--- config.mk ---
export PLATFORM = sky130hd
export DESIGN_NAME = clock_synth_config_regs
export DESIGN_NICKNAME = d
export VERILOG_FILES = /design/src/clock_synth_cfg_pkg.sv /design/src/cfg_access_if.sv /design/src/clock_synth_config_regs.sv /design/src/line_watch.sv /design/src/cfg_reg_bank.sv
export VERILOG_INCLUDE_DIRS = /design/src /design/src/src
export SDC_FILE = /design/constraint.sdc
export NUM_CORES = 1
export LEC_CHECK = 0
export BUFFER_PORTS_ARGS = -buffer_cell sky130_fd_sc_hd__clkbuf_2
export CAP_MARGIN = 5
export CORE_MARGIN = 2
export CORE_UTILIZATION = 55
export DETAILED_ROUTE_END_ITERATION = 8
export PLACE_DENSITY = 0.77
export SETUP_SLACK_MARGIN = 0.02
export SYNTH_ARGS = -nofsm -noshare
export SYNTH_HDL_FRONTEND = slang
export SYNTH_SLANG_ARGS = --single-unit
--- constraint.sdc ---
create_clock -name clk_sys_i -period 3.2 [get_ports clk_sys_i]
set_clock_uncertainty 0.05 [all_clocks]
set_input_delay 0.16 -clock clk_sys_i [delete_from_list [all_inputs] [get_ports clk_sys_i]]
set_output_delay 0.16 -clock clk_sys_i [all_outputs]
set_load 0.01 [all_outputs]
--- src/clock_synth_cfg_defs.svh ---
// register offsets, field positions, reset values and constants of the config bank
`ifndef CLOCK_SYNTH_CFG_DEFS_SVH
`define CLOCK_SYNTH_CFG_DEFS_SVH

// ----------------------------------------------------------------
// register offsets
// ----------------------------------------------------------------
`define OFS_DRIVE_GFX 8'h09
`define OFS_ENABLE_REF 8'h0a
`define OFS_M_N_HIGH 8'h0b
`define OFS_N_LOW 8'h0c
`define OFS_SPREAD_LOW 8'h0d
`define OFS_SPREAD_HIGH 8'h0e

// ----------------------------------------------------------------
// field positions
// ----------------------------------------------------------------
`define POS_REF2_DRIVE 7
`define POS_USB1_DRIVE 6
`define POS_USB0_DRIVE 5
`define POS_GFX_MSB 3
`define POS_MN_ENABLE 7
`define POS_REF1_DRIVE 6
`define POS_REF0_DRIVE 5
`define POS_N_BIT8 7
`define POS_N_BIT9 6
`define POS_M_MSB 5
`define POS_SPREAD_HIGH_MSB 6

// ----------------------------------------------------------------
// reset values and writable masks
// ----------------------------------------------------------------
`define RST_DRIVE_GFX 8'he0
`define RST_ENABLE_REF 8'h60
`define MASK_DRIVE_GFX 8'hef
`define MASK_ENABLE_REF 8'he0
`define MASK_SPREAD_HIGH 8'h7f

// ----------------------------------------------------------------
// oscillator equation terms
// ----------------------------------------------------------------
`define REF_FREQ_KHZ 14318
`define N_ADD 11'h008
`define M_ADD 7'h02

// ----------------------------------------------------------------
// serial bus
// ----------------------------------------------------------------
`define BITS_PER_BYTE 4'h8

`endif

--- src/clock_synth_cfg_pkg.sv ---
// types shared by the configuration bank modules
package clock_synth_cfg_pkg;

	typedef enum logic [8:0] {
		S_IDLE = 9'h001,
		S_ADDR = 9'h002,
		S_ADDR_ACK = 9'h004,
		S_CMD = 9'h008,
		S_CMD_ACK = 9'h010,
		S_WDATA = 9'h020,
		S_WDATA_ACK = 9'h040,
		S_RDATA = 9'h080,
		S_RDATA_ACK = 9'h100
	} link_state_e;

	typedef struct packed {
		link_state_e state;
		logic [7:0] shreg;
		logic [7:0] tx;
		logic [3:0] bitcnt;
		logic rw;
		logic ack;
		logic [7:0] pointer;
		logic wr_pulse;
		logic sda_oe_n;
	} link_st_s;

	typedef struct packed {
		logic scl_q;
		logic sda_q;
	} watch_st_s;

	typedef struct packed {
		logic [7:0] drive_gfx;
		logic [7:0] enable_ref;
		logic [7:0] m_n_high;
		logic [7:0] n_low;
		logic [7:0] spread_low;
		logic [7:0] spread_high;
	} bank_st_s;

endpackage : clock_synth_cfg_pkg

--- src/cfg_access_if.sv ---
// byte access path between the serial engine and the register bank
`timescale 1ns/1ps
interface cfg_access_if;
	logic wr_en;
	logic [7:0] addr;
	logic [7:0] wdata;
	logic [7:0] rdata;

	modport master (output wr_en, output addr, output wdata, input rdata);
	modport bank (input wr_en, input addr, input wdata, output rdata);
endinterface : cfg_access_if

--- src/clock_synth_config_regs.sv ---
// two-wire bus slave and configuration registers of the clock synthesizer
`timescale 1ns/1ps
`include "clock_synth_cfg_defs.svh"
module clock_synth_config_regs
	import clock_synth_cfg_pkg::*;
#(
	parameter logic [6:0] SLAVE_ADDR = 7'h5a,
	parameter int N_DEFAULT = 0,
	parameter int M_DEFAULT = 0,
	parameter int SPREAD_DEFAULT = 0
) (
	input wire logic clk_sys_i, // system clock 200 MHz
	input wire logic rst_n_i, // async reset, active low
	input wire logic smb_clk_i, // bus clock line
	input wire logic smb_data_i, // bus data line level
	output logic smb_data_o, // bus data drive value
	output logic smb_data_oe_n_o, // low while pulling data low
	output logic ref_out0_drive_select_o, // 1 double drive
	output logic ref_out1_drive_select_o, // 1 double drive
	output logic ref_out2_drive_select_o, // 1 double drive
	output logic usb_clk0_drive_select_o, // 1 double drive
	output logic usb_clk1_drive_select_o, // 1 double drive
	output logic [3:0] graphics_freq_select_o, // graphics frequency code
	output logic divider_program_enable_o, // dividers programmable
	output logic [9:0] feedback_divider_o, // n divider in use
	output logic [5:0] reference_divider_o, // m divider in use
	output logic [10:0] vco_multiplier_o, // n plus 8
	output logic [6:0] vco_divisor_o, // m plus 2
	output logic [14:0] spread_amount_o // spread field
);
	// ----------------------------------------------------------------
	// parameter checks
	// ----------------------------------------------------------------
	if (N_DEFAULT < 0 || N_DEFAULT > 1023) begin : g_bad_n
		$error("N_DEFAULT must fit ten bits");
	end
	if (M_DEFAULT < 0 || M_DEFAULT > 63) begin : g_bad_m
		$error("M_DEFAULT must fit six bits");
	end
	if (SPREAD_DEFAULT < 0 || SPREAD_DEFAULT > 32767) begin : g_bad_spread
		$error("SPREAD_DEFAULT must fit fifteen bits");
	end

	localparam logic [9:0] N_RST = 10'(N_DEFAULT);
	localparam logic [5:0] M_RST = 6'(M_DEFAULT);
	localparam logic [14:0] SPREAD_RST = 15'(SPREAD_DEFAULT);

	// ----------------------------------------------------------------
	// line events
	// ----------------------------------------------------------------
	logic scl_rise;
	logic scl_fall;
	logic bus_start;
	logic bus_stop;

	line_watch u_line_watch (
		.clk_sys_i (clk_sys_i),
		.rst_n_i (rst_n_i),
		.scl_i (smb_clk_i),
		.sda_i (smb_data_i),
		.scl_rise_o (scl_rise),
		.scl_fall_o (scl_fall),
		.start_o (bus_start),
		.stop_o (bus_stop)
	);

	// ----------------------------------------------------------------
	// byte engine
	// ----------------------------------------------------------------
	cfg_access_if cfg ();

	link_st_s st;
	link_st_s next_st;

	function automatic logic byte_done(input logic [3:0] cnt);
		byte_done = (cnt == `BITS_PER_BYTE);
	endfunction : byte_done

	always_comb begin
		next_st = st;
		next_st.wr_pulse = 1'b0;
		// pointer steps once the written byte has landed
		if (st.wr_pulse) begin
			next_st.pointer = st.pointer + 8'h01;
		end
		if (scl_rise && st.state != S_RDATA && st.state != S_RDATA_ACK) begin
			next_st.shreg = {st.shreg[6:0], smb_data_i};
			next_st.bitcnt = st.bitcnt + 4'h1;
		end
		unique case (st.state)
			S_IDLE: begin
				next_st.sda_oe_n = 1'b1;
			end
			S_ADDR: begin
				if (scl_fall && byte_done(st.bitcnt)) begin
					if (st.shreg[7:1] == SLAVE_ADDR) begin
						next_st.rw = st.shreg[0];
						next_st.sda_oe_n = 1'b0;
						next_st.state = S_ADDR_ACK;
					end else begin
						next_st.state = S_IDLE;
					end
				end
			end
			S_ADDR_ACK: begin
				if (scl_fall) begin
					next_st.bitcnt = 4'h0;
					if (st.rw) begin
						next_st.tx = cfg.rdata;
						next_st.sda_oe_n = cfg.rdata[7];
						next_st.state = S_RDATA;
					end else begin
						next_st.sda_oe_n = 1'b1;
						next_st.state = S_CMD;
					end
				end
			end
			S_CMD: begin
				if (scl_fall && byte_done(st.bitcnt)) begin
					next_st.pointer = st.shreg;
					next_st.sda_oe_n = 1'b0;
					next_st.state = S_CMD_ACK;
				end
			end
			S_CMD_ACK, S_WDATA_ACK: begin
				if (scl_fall) begin
					next_st.bitcnt = 4'h0;
					next_st.sda_oe_n = 1'b1;
					next_st.state = S_WDATA;
				end
			end
			S_WDATA: begin
				if (scl_fall && byte_done(st.bitcnt)) begin
					// unmapped offsets are acknowledged and dropped
					next_st.wr_pulse = 1'b1;
					next_st.sda_oe_n = 1'b0;
					next_st.state = S_WDATA_ACK;
				end
			end
			S_RDATA: begin
				if (scl_rise) begin
					next_st.bitcnt = st.bitcnt + 4'h1;
				end
				if (scl_fall) begin
					if (byte_done(st.bitcnt)) begin
						next_st.sda_oe_n = 1'b1;
						next_st.pointer = st.pointer + 8'h01;
						next_st.bitcnt = 4'h0;
						next_st.state = S_RDATA_ACK;
					end else begin
						next_st.tx = {st.tx[6:0], 1'b0};
						next_st.sda_oe_n = st.tx[6];
					end
				end
			end
			S_RDATA_ACK: begin
				if (scl_rise) begin
					next_st.ack = ~smb_data_i;
				end
				if (scl_fall) begin
					if (st.ack) begin
						next_st.tx = cfg.rdata;
						next_st.sda_oe_n = cfg.rdata[7];
						next_st.state = S_RDATA;
					end else begin
						next_st.state = S_IDLE;
					end
				end
			end
		endcase
		// start and stop override any byte in progress
		if (bus_start) begin
			next_st.state = S_ADDR;
			next_st.bitcnt = 4'h0;
			next_st.sda_oe_n = 1'b1;
		end else if (bus_stop) begin
			next_st.state = S_IDLE;
			next_st.sda_oe_n = 1'b1;
		end
	end

	always_ff @(posedge clk_sys_i or negedge rst_n_i) begin
		if (!rst_n_i) begin
			st <= '{state: S_IDLE, shreg: 8'h00, tx: 8'h00, bitcnt: 4'h0, rw: 1'b0,
				ack: 1'b0, pointer: 8'h00, wr_pulse: 1'b0, sda_oe_n: 1'b1};
		end else begin
			st <= next_st;
		end
	end

	assign cfg.wr_en = st.wr_pulse;
	assign cfg.addr = st.pointer;
	assign cfg.wdata = st.shreg;
	assign smb_data_o = 1'b0;
	assign smb_data_oe_n_o = st.sda_oe_n;

	// ----------------------------------------------------------------
	// register bank
	// ----------------------------------------------------------------
	logic [7:0] drive_gfx;
	logic [7:0] enable_ref;

	cfg_reg_bank #(
		.N_DEFAULT (N_RST),
		.M_DEFAULT (M_RST),
		.SPREAD_DEFAULT (SPREAD_RST)
	) u_cfg_reg_bank (
		.clk_sys_i (clk_sys_i),
		.rst_n_i (rst_n_i),
		.cfg (cfg),
		.drive_gfx_o (drive_gfx),
		.enable_ref_o (enable_ref),
		.feedback_divider_o (feedback_divider_o),
		.reference_divider_o (reference_divider_o),
		.spread_amount_o (spread_amount_o)
	);

	assign ref_out2_drive_select_o = drive_gfx[`POS_REF2_DRIVE];
	assign usb_clk1_drive_select_o = drive_gfx[`POS_USB1_DRIVE];
	assign usb_clk0_drive_select_o = drive_gfx[`POS_USB0_DRIVE];
	assign graphics_freq_select_o = drive_gfx[`POS_GFX_MSB:0];
	assign divider_program_enable_o = enable_ref[`POS_MN_ENABLE];
	assign ref_out1_drive_select_o = enable_ref[`POS_REF1_DRIVE];
	assign ref_out0_drive_select_o = enable_ref[`POS_REF0_DRIVE];
	// oscillator = reference x multiplier / divisor
	assign vco_multiplier_o = {1'b0, feedback_divider_o} + `N_ADD;
	assign vco_divisor_o = {1'b0, reference_divider_o} + `M_ADD;
endmodule : clock_synth_config_regs

--- src/line_watch.sv ---
// edge and start/stop detection on the two-wire bus lines
`timescale 1ns/1ps
`include "clock_synth_cfg_defs.svh"
module line_watch
	import clock_synth_cfg_pkg::*;
(
	input wire logic clk_sys_i, // system clock
	input wire logic rst_n_i, // async reset
	input wire logic scl_i, // bus clock level
	input wire logic sda_i, // bus data level
	output logic scl_rise_o, // bus clock rose
	output logic scl_fall_o, // bus clock fell
	output logic start_o, // start or repeated start
	output logic stop_o // stop condition
);
	watch_st_s st;
	watch_st_s next_st;

	always_comb begin
		next_st.scl_q = scl_i;
		next_st.sda_q = sda_i;
	end

	always_ff @(posedge clk_sys_i or negedge rst_n_i) begin
		if (!rst_n_i) begin
			st <= '{scl_q: 1'b1, sda_q: 1'b1};
		end else begin
			st <= next_st;
		end
	end

	assign scl_rise_o = scl_i & ~st.scl_q;
	assign scl_fall_o = ~scl_i & st.scl_q;
	assign start_o = scl_i & st.scl_q & st.sda_q & ~sda_i;
	assign stop_o = scl_i & st.scl_q & ~st.sda_q & sda_i;
endmodule : line_watch

--- src/cfg_reg_bank.sv ---
// configuration byte registers and the divider outputs they steer
`timescale 1ns/1ps
`include "clock_synth_cfg_defs.svh"
module cfg_reg_bank
	import clock_synth_cfg_pkg::*;
#(
	parameter logic [9:0] N_DEFAULT = 10'h000,
	parameter logic [5:0] M_DEFAULT = 6'h00,
	parameter logic [14:0] SPREAD_DEFAULT = 15'h0000
) (
	input wire logic clk_sys_i, // system clock
	input wire logic rst_n_i, // async reset
	cfg_access_if.bank cfg, // byte access
	output logic [7:0] drive_gfx_o, // drive and graphics byte
	output logic [7:0] enable_ref_o, // enable and ref drive byte
	output logic [9:0] feedback_divider_o, // n divider in use
	output logic [5:0] reference_divider_o, // m divider in use
	output logic [14:0] spread_amount_o // spread field
);
	bank_st_s st;
	bank_st_s next_st;
	logic [7:0] wmasked;

	always_comb begin
		next_st = st;
		wmasked = cfg.wdata;
		if (cfg.wr_en) begin
			unique case (cfg.addr)
				`OFS_DRIVE_GFX: next_st.drive_gfx = wmasked & `MASK_DRIVE_GFX;
				`OFS_ENABLE_REF: next_st.enable_ref = wmasked & `MASK_ENABLE_REF;
				`OFS_M_N_HIGH: next_st.m_n_high = wmasked;
				`OFS_N_LOW: next_st.n_low = wmasked;
				`OFS_SPREAD_LOW: next_st.spread_low = wmasked;
				`OFS_SPREAD_HIGH: next_st.spread_high = wmasked & `MASK_SPREAD_HIGH;
				default: next_st = st;
			endcase
		end
	end

	always_ff @(posedge clk_sys_i or negedge rst_n_i) begin
		if (!rst_n_i) begin
			st.drive_gfx <= `RST_DRIVE_GFX;
			st.enable_ref <= `RST_ENABLE_REF;
			st.m_n_high <= {N_DEFAULT[8], N_DEFAULT[9], M_DEFAULT};
			st.n_low <= N_DEFAULT[7:0];
			st.spread_low <= SPREAD_DEFAULT[7:0];
			st.spread_high <= {1'b0, SPREAD_DEFAULT[14:8]};
		end else begin
			st <= next_st;
		end
	end

	// ----------------------------------------------------------------
	// read mux, unmapped offsets read zero
	// ----------------------------------------------------------------
	always_comb begin
		unique case (cfg.addr)
			`OFS_DRIVE_GFX: cfg.rdata = st.drive_gfx;
			`OFS_ENABLE_REF: cfg.rdata = st.enable_ref;
			`OFS_M_N_HIGH: cfg.rdata = st.m_n_high;
			`OFS_N_LOW: cfg.rdata = st.n_low;
			`OFS_SPREAD_LOW: cfg.rdata = st.spread_low;
			`OFS_SPREAD_HIGH: cfg.rdata = st.spread_high;
			default: cfg.rdata = 8'h00;
		endcase
	end

	// programmed dividers apply only while enabled
	assign feedback_divider_o = st.enable_ref[`POS_MN_ENABLE] ?
		{st.m_n_high[`POS_N_BIT9], st.m_n_high[`POS_N_BIT8], st.n_low} : N_DEFAULT;
	assign reference_divider_o = st.enable_ref[`POS_MN_ENABLE] ?
		st.m_n_high[`POS_M_MSB:0] : M_DEFAULT;
	assign spread_amount_o = {st.spread_high[`POS_SPREAD_HIGH_MSB:0], st.spread_low};
	assign drive_gfx_o = st.drive_gfx;
	assign enable_ref_o = st.enable_ref;
endmodule : cfg_reg_bank

### Yosys cells after proc, flatten, opt, wreduce, memory -nomap -nowiden

Cells that the tools add are included.

* register bits: 83
* input bits: 4
* word-level logic and storage cells: 134

* add/subtract/negate cells: 4
* eq/ne operators: 35
* mux-type cells: 50
* bitwise gates (word level): 11
* reductions and logical operators: 17

Operators with widths (number)
* 2-to-1 mux 9 bit: 10
* one-hot mux 9 bit (7 select lines): 1
* == test 8 x 4 -> 1 bit (second input constant): 6
* 2-to-1 mux 8 bit: 6
* one-hot mux 8 bit (6 select lines): 1
* inequality test 4 bit (second input constant): 10
* 2-to-1 mux 7 bit: 4
* 2-to-1 mux 11 bit: 2
* one-hot mux 7 bit (3 select lines): 1
* 2-to-1 mux 4 bit: 5
* AND reduction 9 bit: 2
* one-hot mux 8 bit (2 select lines): 1
* AND reduction 2 bit: 7
* 2-to-1 mux 1 bit: 13
* inequality test 2 bit (second input constant): 6
* one-hot mux 4 bit (3 select lines): 1
* adder 10 x 4 -> 11 bit (second input constant): 1
* 2-to-1 mux 10 bit: 1
* == test 9 x 1 -> 1 bit (second input constant): 1
* == test 9 x 2 -> 1 bit (second input constant): 1
* == test 9 x 3 -> 1 bit (second input constant): 1
* == test 9 x 4 -> 1 bit (second input constant): 1
* == test 9 x 5 -> 1 bit (second input constant): 1
* == test 9 x 6 -> 1 bit (second input constant): 1
* other kinds (22): 33

### Longest topological paths before layout

Gate-level depths: netlist (run 1).

* word-level depth: 10
* depth in mapped cells: 9

### By module

From an unflattened synthesis (run 1), not the netlist that was laid out.

* cell total of the unflattened synthesis: 499
* area, all modules: 5248.8 um^2

By module, submodules not included
* clock_synth_config_regs: instances 1, cells an instance 298, area each 2827.7 um^2
* cfg_reg_bank: instances 1, cells an instance 195, area each 2336.0 um^2
* line_watch: instances 1, cells an instance 6, area each 85.1 um^2

### Least setup slack after synthesis (run 1)

Ideal clock, no wire load.

* path kind: flip-flop to flip-flop
* start point: register st[37] in the netlist's numbering
* end point: register st[39] in the netlist's numbering
* setup time: 0.125 ns
* arrival time: 2.079 ns
* path slack: 0.947 ns
* stages on the path, launching flop included: 8
* cell sequence: dfrtp_1 -> buf_6 -> nor3_2 -> nand2_1 -> or4_1 -> nor3b_1 -> o31ai_4 -> mux2_2

* longest elaborated chain between the ends: 5
* elaborated cells between the ends (all ways): 22

Ends and longest elaborated chain
* start, declared: line clock_synth_config_regs.sv:72 `link_st_s st;`
* start signal, assigned: line clock_synth_config_regs.sv:184 `st <= '{state: S_IDLE, shreg: 8'h00, tx: 8'h00, bitcnt: 4'h0, rw: 1'b0,`
* start signal, assigned: line clock_synth_config_regs.sv:187 `st <= next_st;`
* == test 9 x 5 -> 1 bit / == test 9 x 7 -> 1 bit (equally long branches): line clock_synth_config_regs.sv:90 `unique case (st.state)`
* OR reduction 2 bit: line clock_synth_config_regs.sv:90
* one-hot mux 9 bit (7 select lines): line clock_synth_config_regs.sv:90
* 2-to-1 mux 9 bit: line clock_synth_config_regs.sv:176 `end else if (bus_stop) begin`
* 2-to-1 mux 9 bit: line clock_synth_config_regs.sv:172 `if (bus_start) begin`

Several ways; a longest one is shown, not always the timed one.
A chain may end at the register's enable or synchronous reset.

### Final worst setup path (run 1)

* start point: register st[34] in the netlist's numbering
* end point: register st[39] in the netlist's numbering

Same word-level chain as after synthesis.

==> summary.md, run 1 <==
| Metric | Value |
|---|---|
| Status | `finished, final reports clean` |
| Largest net degree at the start of global routing | `84` |
| WL/cell | `between 15 and 20 µm` |
| Final setup viols | `0` |
| Tmin final | `2540 ps` |
| Die height | `just under 100 µm` |
| Grt total ovfl | `0` |
| Root buf cell | `clkbuf_8` |
| Post-synthesis xor/xnor area fraction | `4.63%` |
| Leak pwr | `roughly 2.5 nW` |
| Pwr per Cell Area | `about 430 nW/µm²` |
| CP max FO | `14` |
| Multi-input logic area | `between 2000 and 2500 µm²` |
| RD Place Congestion | `between 0.9 and 1` |
| #FFs+latches synth | `83` |
| Clk slew on worst S/H paths | `80 ps` |
| FF-to-FF setup slack | `660 ps` |
| Max VDD drop | `about 450 µV` |
| Tcrit/Tclk final | `roughly four fifths` |
| Post-synthesis cell area | `roughly 5000 µm²` |
| Synth unique cells | `60` |
| Pre-CTS setup slack | `a little under 700 ps` |
| Simple-Gate Fraction of Synth Area | `between 10% and 20%` |
| Share of cells above drive strength 1 | `between 30% and 40%` |
| Antenna violations before repair | `0` |
| Most used DFF post-synth | `dfrtp_1` |
| Yosys top cell area share | `approximately 38%` |
| Setup ws final | `~660 ps` |
| CTS Buffer Depth | `2` |
| Hold Path Origin | `st[20]` |
| Max-slew violations | `0` |
| Worst hold slack | `~450 ps` |
| Fin Setup TNS | `0 ps` |
| CP Data Required Time | `approximately 3400 ps` |
| Seq/Total Area, Yosys | `42.4%` |
| Final Hold Vio Count | `0` |
| Post-Synthesis Cells | `490` |
| Setup CP Type | `reg2reg` |
| Final wirelength | `around 12 mm` |
| Via density | `6.20` |
| CTS tree | `done` |
| Avg Inst Size Synth | `around 10 µm²` |
| HPWL after DPL | `about 8.7 mm` |
| Ant diodes | `0` |
| Final instance area | `around 5400 µm²` |
| Maxcap violations | `0` |
| Ys Warns | `0` |
| Worst rel slew slack | `31.3%` |
| Largest family of logic cells by synthesized area | `simple AND/OR/NAND/NOR gates` |
| R2r worst-path depth | `6` |
| Critical R2R Launch | `st[34]` |
| Post-route ant nets | `0` |
| Die extent in x | `between 90 and 100 µm` |
| Critical path arrival | `about 2700 ps` |
| Worst skew pair latency | `360 ps` |
| FILL cells | `slightly above 700` |
| Worst Hold Endpoint | `st[20]` |
| RSZ-0062 raised after global routing | `false` |
| IO Port Bufs | `63` |
| Clk sinks | `83` |
| Hold crit path type | `reg2reg` |
| Starting DRT DRC Count | `between 300 and 400` |
| Overall routing resource usage | `approximately a quarter` |
| Mux share of post-synthesis cell area | `between 10 and 15%` |
| Slowest library cell on the worst path | `dfrtp_1` |
| First-pass GRT wire length | `19.9 mm` |
| Synth top cells by count | `dfrtp_1, mux2_2, nand2_1` |
| Syn_nets | `between 500 and 600` |
| Area Overhead vs Synth | `9.44%` |
| DR vias | `3917` |
| Hold depth | `2` |
| Top-Level Pins | `65` |
| Reg2reg end | `st[39]` |
| CTS Buf Count | `9` |
| Number of synthesized flops with an enable pin | `0` |
| Ys async rst share | `100%` |
| FP Rows | `34` |
| Worst-Margin Slew | `1030 ps` |
| # DRC | `0` |
| Area of placed instances | `slightly above 5000 µm²` |
| Critical Path Start Type | `flip-flop` |
| Compound-Gate Fraction of Synth Area | `between 10% and 20%` |
| Adder-cell share of the synthesized area | `2.03%` |
| Crit path cell chain | `nor3_2, nand2_1, or4_1, nor3b_1, o31ai_4, mux2_2` |
| Vias in the first global route | `between 3k and 4k` |
| Total power | `between 2 and 2.5 mW` |
| Peak Freq | `between 0.3 and 0.4 GHz` |
| Count leader, synth | `dfrtp_1` |
| H-tree levels | `3` |
| Largest stage delay, worst path | `between 500 and 600 ps` |
| Top cell type by total area after synthesis | `dfrtp_1` |
| Sequential cell area | `roughly 2100 µm²` |
| # nets final | `about 530` |
| Die area | `9720 µm²` |
| Starting Density | `56.7%` |
| Core ar. | `around 8700 µm²` |
| DRT Pass-1 Iters | `5` |
| CP endpoint kind | `flip-flop` |
| Area contributors post-synth | `dfrtp_1, mux2_2, dfstp_2, buf_4, nand2_1` |
## state kept, by name, indices dropped and copies added, names as in the netlist
register                        count
cfg.addr                            8
cfg.wdata                           8
cfg.wr_en                           1
smb_data_oe_n_o                     1
st                                 22
u_cfg_reg_bank.drive_gfx_o          7
u_cfg_reg_bank.enable_ref_o         3
u_cfg_reg_bank.spread_amount_o     15
u_cfg_reg_bank.st                  16
u_line_watch.st                     2
## critical path: cells and delay by family, from the launching register on
family | cells | cell delay, ps
AO/OA/AOI/OAI | 1 | 290
AND/OR/NAND/NOR | 4 | 1190
flip-flops | 1 | 540
multiplexers | 1 | 370
## kinds of logic (layout without fill, tap and decap cells)
logic type | after synthesis | in the layout
and+or+nand+nor | 152 | 152
AOI/OAI and AO/OA | 94 | 94
buffers and inverters | 66 | 100
adders and majority gates | 8 | 8
DFF | 83 | 83
other | 1 | 1
xor gates and xnor gates | 26 | 26
muxes | 60 | 60
## stage by stage
stage	util, %	instances
6_report	62.0	632
2_1_floorplan	-	490
3_5_place_dp	59.0	613
5_1_grt	62.0	632
3_3_place_gp	59.0	613
4_1_cts	62.0	632
## metal layers
metal	wire, µm	vias to the layer above	track usage (%)
met5	0	-	0
met4	309	0	8.11
met3	677	26	4.82
met2	5620	142	38.9
met1	5520	1940	38.1
li1	-	1809	-
## how the worst max path moves through the flow
stage,startpoint,end,slack (ps)
2_1_floorplan,st[37],st[39],950
3_3_place_gp,st[34],st[22],740
3_5_place_dp,st[34],st[22],700
4_1_cts,st[34],st[22],680
5_1_grt,st[34],st[22],450
6_report,st[34],st[39],660
## power by group
| part | switching (mW) | internal, mW |
|---|---|---|
| Clock | 0.415 | 0.453 |
| Combinational | 0.105 | 0.0930 |
| Sequential | 0.144 | 1.11 |
| Total | 0.664 | 1.66 |
## final cells by class
cell class,count,area share [%]
clock buffer,9,2.30
clock inverter,7,1.98
inverter,11,0.767
multi-input combinational,341,46.2
sequential,83,38.8
tap,108,2.51
timing repair buffer,73,7.44
## cells in the final DEF, fill, tap and decap left out, types with 3 or more instances in the layout
| master | Yosys | routed |
|---|---|---|
| and2_1 | 22 | 22 |
| dfrtp_1 | 74 | 74 |
| a22oi_1 | 18 | 18 |
| mux2_2 | 53 | 53 |
| nand4_1 | 10 | 10 |
| xor2_1 | 14 | 14 |
| o21ai_1 | 3 | 3 |
| nor2_1 | 21 | 21 |
| nor3_2 | 3 | 3 |
| inv_1 | 11 | 11 |
| a221oi_1 | 3 | 3 |
| a21oi_1 | 10 | 10 |
| clkbuf_2 | 0 | 62 |
| or4_1 | 3 | 3 |
| dlygate4sd3_1 | 0 | 3 |
| or3_1 | 5 | 5 |
| nand2_1 | 39 | 39 |
| nand3_1 | 14 | 14 |
| a32oi_1 | 4 | 4 |
| mux2i_1 | 6 | 6 |
| o22ai_1 | 11 | 11 |
| dfstp_2 | 9 | 9 |
| buf_4 | 24 | 8 |
| a31oi_1 | 3 | 3 |
| clkbuf_8 | 0 | 9 |
| nor3b_1 | 4 | 4 |
| xnor2_1 | 12 | 12 |
| a222oi_1 | 3 | 3 |
| ha_1 | 8 | 8 |
| nor2b_1 | 5 | 5 |
| and3_1 | 10 | 10 |
| a22o_1 | 3 | 3 |
| o21ai_0 | 22 | 22 |
## what timing repair did
action	in CTS	in global routing
hold endpoints to repair	76	0
setup endpoints to repair	0	0
hold buffers	3	0
buffers inserted	0	0
gates resized for setup	0	0
No activity file was read; power rests on OpenSTA's default activity.
==> run 2, diff against run 1 <==
- CORE_UTILIZATION: 55 -> 53
- clock period: 3.2 -> 2.2 ns (I/O delays scaled with it)
==> run 2 against run 1 <==
The run now ends with setup timing left. Combinational power rose to 2.5 times the previous value. Total power up 49%. Die area is 3.6% higher. Design area up 10%. Flip-flop and latch count did not move.
==> summary.md, run 2 (synthesis gave the netlist of run 1 again) <==
| Metric | Value |
|---|---|
| Final setup viols | `1 (+1)` |
| Root buf cell | `clkbuf_8` |
| Critical Path Start Type | `flip-flop` |
| Share of cells above drive strength 1 | `40.5% (+9.9 points)` |
| HPWL after DPL | `9.11 mm (+4.8%)` |
| CP Data Required Time | `2420 ps (-970 ps)` |
| CP max FO | `6 (-8)` |
| H-tree levels | `3 (unchanged)` |
| RSZ-0062 raised after global routing | `true` |
| WL/cell | `18.8 µm (-1.8%)` |
| Worst-Margin Slew | `551 ps (-479 ps)` |
| Final instance area | `5930 µm² (+10%)` |
| Fin Setup TNS | `-5.81 ps (-5.81 ps)` |
| Status | `complete, but fails checks` |
| Starting DRT DRC Count | `339 (+0.89%)` |
| Critical path arrival | `2430 ps (-300 ps)` |
| CP endpoint kind | `flip-flop` |
| Final Hold Vio Count | `0 (unchanged)` |
| Most frequent cells in the layout | `dfrtp_1, clkbuf_2, buf_4` |
| Maxcap violations | `0 (unchanged)` |
| Setup CP Type | `reg2reg` |
| Via density | `6.07 (-2.0%)` |
| Max VDD drop | `543 µV (+20%)` |
| # DRC | `0 (unchanged)` |
| Die area | `10100 µm² (+3.6%)` |
| Antenna violations before repair | `0 (unchanged)` |
| Die height | `100 µm (+1.8%)` |
| Grt total ovfl | `0 (unchanged)` |
| Tcrit/Tclk final | `100% (+21 points)` |
| DRT Pass-1 Iters | `5 (unchanged)` |
| Ant diodes | `0 (unchanged)` |
| Reg2reg end | `st[14]` |
| Worst rel slew slack | `63.3% (+32 points)` |
| Area Overhead vs Synth | `20.5%` |
| Vias in the first global route | `3912 (+5.0%)` |
| Most common cell after layout, fill and taps aside | `dfrtp_1` |
| Overall routing resource usage | `26.0% (+0.26 points)` |
| Critical R2R Launch | `st[37]` |
| Total power | `3.46 mW (+49%)` |
| CP startpoint | `st[37]` |
| Die extent in x | `100 µm (+1.8%)` |
| CTS tree | `done` |
| Most flops, register | `st` |
| Worst skew pair latency | `370 ps (about the same)` |
| R2r worst-path depth | `5 (-1)` |
| Setup ws final | `-5.81 ps (-661 ps)` |
| IO Port Bufs | `63 (unchanged)` |
| Clk sinks | `83 (unchanged)` |
| Leak pwr | `2.78 nW (+11%)` |
| Setup crit end | `st[14]` |
| Core ar. | `9110 µm² (+5.0%)` |
| Tmin final | `2210 ps (-339 ps)` |
| Worst hold slack | `210 ps (-238 ps)` |
| CTS Buffer Depth | `2 (unchanged)` |
| FP Rows | `35 (+2.9%)` |
| Failing checks | `setup timing` |
| Pwr per Cell Area | `584 nW/µm² (+35%)` |
| Pre-CTS setup slack | `-19.0 ps (-715 ps)` |
| Max-slew violations | `0 (unchanged)` |
| Top-Level Pins | `65 (unchanged)` |
| Final wirelength | `12.9 mm (+6.8%)` |
| Post-route ant nets | `0 (unchanged)` |
| FILL cells | `723 (+0.70%)` |
| DR vias | `4171 (+6.5%)` |
| Largest net degree at the start of global routing | `44 (-48%)` |
| Hold crit path type | `in2async` |
| Peak Freq | `0.453 GHz (+15%)` |
| First-pass GRT wire length | `20.4 mm (+2.5%)` |
| Clk slew on worst S/H paths | `100 ps (+20 ps)` |
| Starting Density | `54.0% (-2.7 points)` |
| RD Place Congestion | `0.888 (-3.7%)` |
| Max reg flops | `22 (unchanged)` |
| Area of placed instances | `5520 µm² (+7.7%)` |
| # nets final | `583 (+9.8%)` |
| FF-to-FF setup slack | `-6 ps (-660 ps)` |
| CTS Buf Count | `9 (unchanged)` |
run 2: how the worst min path moves through the flow:
stage | cells after the start | start | slack, ps | endpoint
floorplan | 0 | rst_n_i | -240 | cfg.addr[0]
detailed placement | 1 | rst_n_i | 80 | u_cfg_reg_bank.spread_amount_o[11]
global route | 2 | rst_n_i | 260 | u_cfg_reg_bank.spread_amount_o[10]
global placement | 1 | rst_n_i | 70 | u_cfg_reg_bank.spread_amount_o[3]
finish | 2 | rst_n_i | 210 | u_cfg_reg_bank.spread_amount_o[3]
CTS | 2 | rst_n_i | 220 | u_cfg_reg_bank.spread_amount_o[3]
run 2: final cells by class:
type	instances	area [µm²]	area share, %
multi-input combinational	341	2610	44.0
clock inverter	7	88.8	1.50
tap	111	139	2.34
sequential	83	2100	35.4
inverter	11	41.3	0.696
timing repair buffer	125	828	14.0
clock buffer	9	124	2.09
run 2: metal layers:
| metal | vias to the layer above | global-route usage [%] | part of all wire [%] |
|---|---|---|---|
| met2 | 170 | 39.8 | 46 |
| met4 | 0 | 9.48 | 2.4 |
| met3 | 24 | 4.04 | 5.7 |
| met1 | 2063 | 37.7 | 46 |
| li1 | 1914 | - | - |
| met5 | - | 0 | 0 |
run 2: worst max-delay path: stages, from the launching register on:
cell     delay [ps]
dfrtp_2         460
or4_4           550
or4_4           490
and2_4          190
and4_4          190
nor4_4          190
run 2: repair_timing:
item | 4_1_cts | 5_1_grt
hold buffers | 3 | 0
setup buffers | 3 | 6
hold endpoints to repair | 41 | 0
gates cloned | 0 | 0
setup endpoints to repair | 15 | 21
resized for setup | 7 | 18
pin swaps | 2 | 4
run 2: power breakdown:
part / internal (mW) / total [mW] / switching, mW
Sequential: 1.62 / 1.75 / 0.135
Combinational: 0.223 / 0.503 / 0.280
Clock: 0.557 / 1.21 / 0.649
run 2: per-stage QoR:
stage                     util, %  std cells
final                        65.1        687
after global routing         65.1        687
after CTS                    63.7        682
after floorplan                 -        490
after detailed placement     60.6        660
after global placement       60.6        660
